--- config.mk ---
export PLATFORM = sky130hd
export DESIGN_NAME = edr_top
export DESIGN_NICKNAME = d
export VERILOG_FILES = /design/src/logic/edr_pkg.sv /design/src/logic/edr_route_mux.sv /design/src/logic/edr_top.sv
export SDC_FILE = /design/constraint.sdc
export NUM_CORES = 1
export LEC_CHECK = 0
export ABC_AREA = 1
export ABC_CLOCK_PERIOD_IN_PS = 2500
export BUFFER_PORTS_ARGS = -buffer_cell sky130_fd_sc_hd__buf_2
export CORE_UTILIZATION = 55
export CTS_CLUSTER_SIZE = 12
export DETAILED_ROUTE_END_ITERATION = 8
export HOLD_SLACK_MARGIN = 0.03
export PLACE_DENSITY = 0.73
export RECOVER_POWER = 50
export SYNTH_ARGS = -nofsm -noshare
export SYNTH_HDL_FRONTEND = slang
export SYNTH_HIERARCHICAL = 1
export SYNTH_SLANG_ARGS = --single-unit
--- constraint.sdc ---
create_clock -name clk_sys_i -period 2.5 [get_ports clk_sys_i]
set_input_delay 0.375 -clock clk_sys_i [delete_from_list [all_inputs] [get_ports clk_sys_i]]
set_output_delay 0.375 -clock clk_sys_i [all_outputs]
set_load 0.1 [all_outputs]
--- src/logic/edr_pkg.sv ---
// Package with register map, field layout and reset values of the event destination router.
package edr_pkg;
   localparam int          EDR_NUM_DEST       = 64;
   localparam int          EDR_NUM_CHAN       = 7;
   localparam logic [11:0] EDR_OFS_SUBADDRESS = 12'hf9a;
   localparam logic [11:0] EDR_OFS_SUBDATA    = 12'hf9b;
   localparam logic [7:0]  EDR_RST_SUBADDRESS = 8'h00;
   localparam logic [7:0]  EDR_RST_SUBDATA    = 8'h00;
   localparam logic [3:0]  EDR_RST_ENTRY      = 4'h0;
   localparam int          EDR_SUBADDR_W      = 6;
   localparam int          EDR_ENTRY_W        = 4;
   localparam int          EDR_CONNECT_BIT    = 3;
   localparam int          EDR_CHSEL_MSB      = 2;
   localparam logic [5:0]  EDR_DST_CONVERT    = 6'h04;
   localparam logic [5:0]  EDR_DST_TIMER0_IN0 = 6'h10;
   localparam logic [5:0]  EDR_DST_TIMER0_IN1 = 6'h11;
   localparam logic [5:0]  EDR_DST_GPOUT0     = 6'h30;
   localparam int          EDR_NUM_GPOUT      = 4;
endpackage : edr_pkg

--- src/logic/edr_route_mux.sv ---
// Per-destination channel multiplexer with connect gating.
`timescale 1ns/100ps
module edr_route_mux (
   input  wire logic [edr_pkg::EDR_ENTRY_W-1:0]  entry_i,
   input  wire logic [edr_pkg::EDR_NUM_CHAN-1:0] chan_i,
   output logic                                  dest_o
);
   logic [edr_pkg::EDR_CHSEL_MSB:0] sel;
   assign sel = entry_i[edr_pkg::EDR_CHSEL_MSB:0];
   // Select code 111 has no channel and reads as logic 0.
   always_comb begin
      dest_o = 1'b0;
      if (entry_i[edr_pkg::EDR_CONNECT_BIT] && (int'(sel) < edr_pkg::EDR_NUM_CHAN)) begin
         dest_o = chan_i[sel];
      end
   end
endmodule : edr_route_mux

--- src/logic/edr_top.sv ---
// Event destination router: indirect subregister access over Avalon-MM and routing.
`timescale 1ns/100ps
// Function
// - Subaddress selects subregister reached via subdata
// - Subdata bits 3:0 read/write selected entry
// - Connect bit clear drives destination low
// - Bits 2:0 pick channel 0 to 6
// - Subaddress holds 6-bit selector, bits 7:6 read-only
// - Selector codes map to named peripheral inputs
module edr_top (
   input  wire logic                                  clk_sys_i,
   input  wire logic                                  resetn_i,
   input  wire logic [11:0]                           avs_address_i,
   input  wire logic                                  avs_read_i,
   input  wire logic                                  avs_write_i,
   input  wire logic [7:0]                            avs_writedata_i,
   output logic      [7:0]                            avs_readdata_o,
   output logic                                       avs_waitrequest_o,
   input  wire logic [edr_pkg::EDR_NUM_CHAN-1:0]      event_chan_i,
   output logic      [edr_pkg::EDR_NUM_DEST-1:0]      event_dest_o,
   output logic                                       convert_start_o,
   output logic      [1:0]                            timer0_in_o,
   output logic      [edr_pkg::EDR_NUM_GPOUT-1:0]     gp_event_o
);
   // Channels come from another domain of the chip, so they are synchronised first.
   logic [edr_pkg::EDR_NUM_CHAN-1:0] chan_meta_q;
   logic [edr_pkg::EDR_NUM_CHAN-1:0] chan_sync_q;
   logic [edr_pkg::EDR_SUBADDR_W-1:0] subaddr_q;
   logic [edr_pkg::EDR_SUBADDR_W-1:0] subaddr_d;
   logic [edr_pkg::EDR_ENTRY_W-1:0]   entry_q [edr_pkg::EDR_NUM_DEST];
   logic [edr_pkg::EDR_ENTRY_W-1:0]   entry_d [edr_pkg::EDR_NUM_DEST];
   logic [7:0]                        rdata_q;
   logic [7:0]                        rdata_d;
   logic                              ack_q;
   logic                              ack_d;
   logic [edr_pkg::EDR_NUM_DEST-1:0]  dest_q;
   logic [edr_pkg::EDR_NUM_DEST-1:0]  dest_d;

   function automatic logic hit(input logic [11:0] a, input logic [11:0] ofs);
      hit = (a == ofs);
   endfunction : hit

   // One wait state: every access completes at the second edge after it is raised.
   assign avs_waitrequest_o = (avs_read_i | avs_write_i) & ~ack_q;

   always_comb begin
      subaddr_d = subaddr_q;
      entry_d   = entry_q;
      rdata_d   = rdata_q;
      ack_d     = 1'b0;
      if ((avs_read_i | avs_write_i) && !ack_q) begin
         ack_d = 1'b1;
         // Read data is fetched in the wait state so that it stands at the accepting edge.
         if (avs_read_i) begin
            rdata_d = 8'h00;
            if (hit(avs_address_i, edr_pkg::EDR_OFS_SUBADDRESS)) begin
               rdata_d = {2'b00, subaddr_q};
            end else if (hit(avs_address_i, edr_pkg::EDR_OFS_SUBDATA)) begin
               rdata_d = {4'h0, entry_q[subaddr_q]};
            end
         end
      end
      // A write lands only at the edge where waitrequest is low, never in the wait state.
      if (avs_write_i && ack_q) begin
         if (hit(avs_address_i, edr_pkg::EDR_OFS_SUBADDRESS)) begin
            subaddr_d = avs_writedata_i[edr_pkg::EDR_SUBADDR_W-1:0];
         end else if (hit(avs_address_i, edr_pkg::EDR_OFS_SUBDATA)) begin
            // Upper bits are dropped, so a careless write of ones cannot set them.
            entry_d[subaddr_q] = avs_writedata_i[edr_pkg::EDR_ENTRY_W-1:0];
         end
      end
   end

   genvar g;
   generate
      for (g = 0; g < edr_pkg::EDR_NUM_DEST; g++) begin : g_dest
         edr_route_mux u_mux (
            .entry_i (entry_q[g]),
            .chan_i  (chan_sync_q),
            .dest_o  (dest_d[g])
         );
      end
   endgenerate

   always_ff @(posedge clk_sys_i or negedge resetn_i) begin
      if (!resetn_i) begin
         subaddr_q   <= edr_pkg::EDR_RST_SUBADDRESS[edr_pkg::EDR_SUBADDR_W-1:0];
         rdata_q     <= edr_pkg::EDR_RST_SUBDATA;
         ack_q       <= 1'b0;
         chan_meta_q <= '0;
         chan_sync_q <= '0;
         dest_q      <= '0;
         for (int i = 0; i < edr_pkg::EDR_NUM_DEST; i++) begin
            entry_q[i] <= edr_pkg::EDR_RST_ENTRY;
         end
      end else begin
         subaddr_q   <= subaddr_d;
         rdata_q     <= rdata_d;
         ack_q       <= ack_d;
         chan_meta_q <= event_chan_i;
         chan_sync_q <= chan_meta_q;
         dest_q      <= dest_d;
         entry_q     <= entry_d;
      end
   end

   assign avs_readdata_o  = rdata_q;
   assign event_dest_o    = dest_q;
   assign convert_start_o = dest_q[edr_pkg::EDR_DST_CONVERT];
   assign timer0_in_o     = {dest_q[edr_pkg::EDR_DST_TIMER0_IN1],
                             dest_q[edr_pkg::EDR_DST_TIMER0_IN0]};
   assign gp_event_o      = dest_q[edr_pkg::EDR_DST_GPOUT0 +: edr_pkg::EDR_NUM_GPOUT];

   // Assertions.
   property p_sub_write;
      @(posedge clk_sys_i) disable iff (!resetn_i)
      (avs_write_i && !avs_waitrequest_o && avs_address_i == edr_pkg::EDR_OFS_SUBADDRESS)
      |=> subaddr_q == $past(avs_writedata_i[5:0]);
   endproperty
   a_sub_write: assert property (p_sub_write) else $error("subaddress write lost");

   property p_entry_write;
      @(posedge clk_sys_i) disable iff (!resetn_i)
      (avs_write_i && !avs_waitrequest_o && avs_address_i == edr_pkg::EDR_OFS_SUBDATA)
      |=> entry_q[$past(subaddr_q)] == $past(avs_writedata_i[3:0]);
   endproperty
   a_entry_write: assert property (p_entry_write) else $error("entry write lost");

   property p_read_data;
      @(posedge clk_sys_i) disable iff (!resetn_i)
      (avs_read_i && avs_waitrequest_o && avs_address_i == edr_pkg::EDR_OFS_SUBDATA)
      |=> avs_readdata_o == {4'h0, entry_q[$past(subaddr_q)]};
   endproperty
   a_read_data: assert property (p_read_data) else $error("subdata read wrong");

   property p_read_upper;
      @(posedge clk_sys_i) disable iff (!resetn_i)
      (avs_read_i && !avs_waitrequest_o) |-> avs_readdata_o[7:6] == 2'b00;
   endproperty
   a_read_upper: assert property (p_read_upper) else $error("reserved bits set");

   property p_disconnect;
      @(posedge clk_sys_i) disable iff (!resetn_i)
      !entry_q[4][3] |=> !convert_start_o;
   endproperty
   a_disconnect: assert property (p_disconnect) else $error("disconnected dest high");

   property p_route;
      @(posedge clk_sys_i) disable iff (!resetn_i)
      (entry_q[4] == 4'hb) |=> convert_start_o == $past(chan_sync_q[3]);
   endproperty
   a_route: assert property (p_route) else $error("channel routing wrong");

   property p_wait_len;
      @(posedge clk_sys_i) disable iff (!resetn_i)
      $rose(avs_read_i | avs_write_i) |-> avs_waitrequest_o ##1 !avs_waitrequest_o;
   endproperty
   a_wait_len: assert property (p_wait_len) else $error("wait length wrong");

   property p_gp_route;
      @(posedge clk_sys_i) disable iff (!resetn_i)
      (entry_q[48][3] && entry_q[48][2:0] != 3'h7)
      |=> gp_event_o[0] == $past(chan_sync_q[entry_q[48][2:0]]);
   endproperty
   a_gp_route: assert property (p_gp_route) else $error("gp routing wrong");

   property p_reset_clear;
      @(posedge clk_sys_i) $rose(resetn_i) |-> event_dest_o == '0 && entry_q[0] == 4'h0;
   endproperty
   a_reset_clear: assert property (p_reset_clear) else $error("reset state wrong");

   property p_sub_read;
      @(posedge clk_sys_i) disable iff (!resetn_i)
      (avs_read_i && avs_waitrequest_o && avs_address_i == edr_pkg::EDR_OFS_SUBADDRESS)
      |=> avs_readdata_o == {2'b00, $past(subaddr_q)};
   endproperty
   a_sub_read: assert property (p_sub_read) else $error("subaddress read wrong");

   // A write must not land while waitrequest still holds the master off.
   property p_write_hold;
      @(posedge clk_sys_i) disable iff (!resetn_i)
      (avs_write_i && avs_waitrequest_o) |=> subaddr_q == $past(subaddr_q);
   endproperty
   a_write_hold: assert property (p_write_hold) else $error("write landed early");

   property p_data_keeps_sel;
      @(posedge clk_sys_i) disable iff (!resetn_i)
      (avs_write_i && !avs_waitrequest_o && avs_address_i == edr_pkg::EDR_OFS_SUBDATA)
      |=> subaddr_q == $past(subaddr_q);
   endproperty
   a_data_keeps_sel: assert property (p_data_keeps_sel) else $error("selector moved");

   property p_unmapped_read;
      @(posedge clk_sys_i) disable iff (!resetn_i)
      (avs_read_i && avs_waitrequest_o && avs_address_i != edr_pkg::EDR_OFS_SUBADDRESS
       && avs_address_i != edr_pkg::EDR_OFS_SUBDATA) |=> avs_readdata_o == 8'h00;
   endproperty
   a_unmapped_read: assert property (p_unmapped_read) else $error("unmapped read set");

   property p_timer_disc;
      @(posedge clk_sys_i) disable iff (!resetn_i)
      !entry_q[17][3] |=> !timer0_in_o[1];
   endproperty
   a_timer_disc: assert property (p_timer_disc) else $error("disconnected timer high");

   property p_reset_regs;
      @(posedge clk_sys_i)
      $rose(resetn_i) |-> {2'b00, subaddr_q} == edr_pkg::EDR_RST_SUBADDRESS
                          && avs_readdata_o == edr_pkg::EDR_RST_SUBDATA;
   endproperty
   a_reset_regs: assert property (p_reset_regs) else $error("register reset wrong");

   c_write: cover property (@(posedge clk_sys_i) avs_write_i && !avs_waitrequest_o);
   c_read: cover property (@(posedge clk_sys_i) avs_read_i && !avs_waitrequest_o);
   c_conn: cover property (@(posedge clk_sys_i) convert_start_o);
   c_gp: cover property (@(posedge clk_sys_i) gp_event_o[0]);
   c_timer: cover property (@(posedge clk_sys_i) timer0_in_o[1]);
endmodule : edr_top

==> impl_metrics.csv <==
group,metric,value,unit
outcome,status,"finished, violations left",
outcome,violations,"DRC",
pwr,power,12.4,mW
floorplan,dieHeight,193,µm
global_routing,grt_pass1_vias,19897,
pwr,p_leak,12.1,nW
placement,place.gp.congestion,0.867,
routing,ant_nets,0,
logic_synthesis,synth_area_per_cell,6.47,µm²
clock_network,cts_htree_levels,2,
clock_network,clkSinkCount,347,
placement,port-buffer-count,106,
logic_synthesis,synth_top_family_by_area,"simple AND/OR/NAND/NOR gates",
logic_synthesis,yosys.area_share.simple,39.1,%
timing,fin_crit_sh,89.0,%
logic_synthesis,yosys-top-cells-area,"dfrtp_1, nand2_1, nand3_1",
layout,utilization,64.3,%
timing,rsz0062_at_grt,"no",
floorplan,dieArea,37300,µm²
timing,finalWorstSetupSlack,276,ps
timing,finalSetupViolations,0,
clock_network,root_buffer,"clkbuf_16",
logic_synthesis,synth_cell_types,27,
clock_network,worstSkewPairLatency,540,ps
pwr,p_per_area,540,nW/µm²
clock_network,cts_resized,0,
clock_network,cts_buffer_depth,3,
logic_synthesis,synth-adder-area-share,0,%
routing,avgViaCountPerCell,5.55,
worst_hold_path,hp-class,"in2reg",
logic_synthesis,synth_cells,3109,
global_routing,grt.overflow.total,0,
clock_network,cts_buffers,40,
layout,fill_cells,3260,
job,max_cap_viol_count,0,
timing,slew_headroom,5.28,%
logic_synthesis,ys_seq_area_share,43.2,%
worst_setup_path,crit_path_end_kind,"register",
pwr,ir_worst_vdd,0.479,mV
layout,nNetsFinal,3276,
logic_synthesis,yosysWarnings,6,
logic_synthesis,synth.largest_area_cell,"dfrtp_1",
worst_setup_path,cp-start-kind,"register",
floorplan,rows,69,
routing,first_pass_iters,9,
layout,multi_input_area,9660,µm²
routing,drt_wl_total,63600,µm
worst_setup_path,crit_arrival,2630,ps
placement,place_hpwl,39400,µm
timing,tns,0,ps
floorplan,die_w,193,µm
layout,final_cell_mix,"nand2_1, dfrtp_1, inv_1",
routing,drt-initial-drc-count,1745,
timing,finalHoldViolCount,0,
layout,n_antenna_cell,0,
global_routing,antenna_found_initial,0,
timing,max_freq,450,MHz
placement,pre_cts_ws,151,ps
clock_network,path_clk_slew,60,ps
timing,slew_violations,0,
timing,worstMarginPinSlew,1420,ps
worst_setup_path,critPathMaxFanout,64,
layout,register_area,8700,µm²
worst_setup_path,worstSetupPathType,"reg2reg",
layout,drive_gt1_share,11.0,%
global_routing,grt_pass1_wl,102000,µm
layout,syn_to_final_growth,14.3,%
floorplan,ios,111,
routing,avgRoutedWirePerCell,17.0,µm
clock_network,cts_tree,"done",
global_routing,grt_max_degree,92,
logic_synthesis,yosys.area_share.xor_xnor,0,%
routing,num_vias,20712,
logic_synthesis,synth_mux_area_share,0,%
logic_synthesis,synth_seq_cells,347,
worst_setup_path,cp.required,2900,ps
routing,post-route-drc-count,2,
timing,layout_min_cycle_time,2220,ps
timing,finalClockSkew,13.9,ps
logic_synthesis,synth_top_area_share,43.2,%
layout,layout_commonest_cell,"nand2_1",
floorplan,initial_core_util,56.3,%
floorplan,coreArea,35700,µm²
global_routing,grt_use_total,34.2,%
logic_synthesis,synth_area,20100,µm²
logic_synthesis,synth_compound_area_share,8.82,%
==> cell usage after synthesis (all sizes together) <==
cell,number
buf,42
dfrtp,347
conb,1
nand2,1581
inv,358
o21ai,267
nor3,9
a21oi,74
nand4,2
or2,5
clkbuf,54
o211ai,7
o31ai,2
nand3,262
nor2,98
==> layout make-up <==
class / count / area share (%)
Clock buffer: 60 / 5.12
Clock inverter: 9 / 0.550
Inverter: 358 / 5.85
Multi-Input combinational cell: 2309 / 42.0
Sequential cell: 347 / 37.8
Tap cell: 461 / 2.51
Timing Repair Buffer: 189 / 6.16
==> cells by family (layout without fill, tap and decap cells) <==
family / after synthesis / in the layout
buffers and inverters: 454 / 616
and+or+nand+nor: 1957 / 1957
DFF: 347 / 347
AOI/OAI and AO/OA: 350 / 350
other: 1 / 2
==> flip-flops by register name, indices dropped and copies added, names as in the netlist <==
name	cells
chan_sync_q	7
subaddr_q	6
entry_q	256
event_dest_o	64
avs_readdata_o	6
ack_q	1
chan_meta_q	7
==> critical path, cell delays in order (launching register included) <==
cell and delay, ps:
dfrtp_4 610, clkinv_2 140, buf_12 290, nand2_1 150
nor2_4 340, buf_4 250, nand2_2 120, nand2_1 90
o21ai_0 70
==> metal layers <==
layer  global-route usage, %  up-vias  part of all wire, %
met1                    42.3     9645                   40
met5                       0        -                    0
met2                    58.2      945                   47
met3                    5.21      231                  8.4
met4                    17.5        0                  4.7
li1                        -     9891                    -
==> repair_timing <==
| item | CTS | global route |
|---|---|---|
| hold buffers | 8 | 0 |
| setup buffers | 0 | 0 |
| hold endpoints to repair | 47 | 0 |
==> worst paths after layout <==
kind                       depth (start not counted)  slack (ps)            from        endpoint
setup / recovery                                   8         280    subaddr_q[0]    entry_q[180]
hold / removal                                     3         140      avs_read_i           ack_q
setup reg to reg                                   8         280    subaddr_q[0]    entry_q[180]
hold reg to reg                                    0         340  chan_meta_q[3]  chan_sync_q[3]
max in group asynchronous                          4         520        resetn_i  chan_sync_q[6]
min in group asynchronous                          2         280        resetn_i     entry_q[30]
==> through the flow <==
step	cell area, µm²	hold WS, ps	instances
2_1_floorplan	20100	79.4	3110
3_3_place_gp	21700	260	3656
3_5_place_dp	21700	259	3656
4_1_cts	23100	123	3733
5_1_grt	23000	143	3733
6_report	23000	140	3733
==> power breakdown <==
group	internal, mW	switching [mW]
Clock	3.55	2.33
Combinational	0.195	0.672
Sequential	5.65	0.0243
Note: power is estimated with default switching activity, not from simulation.
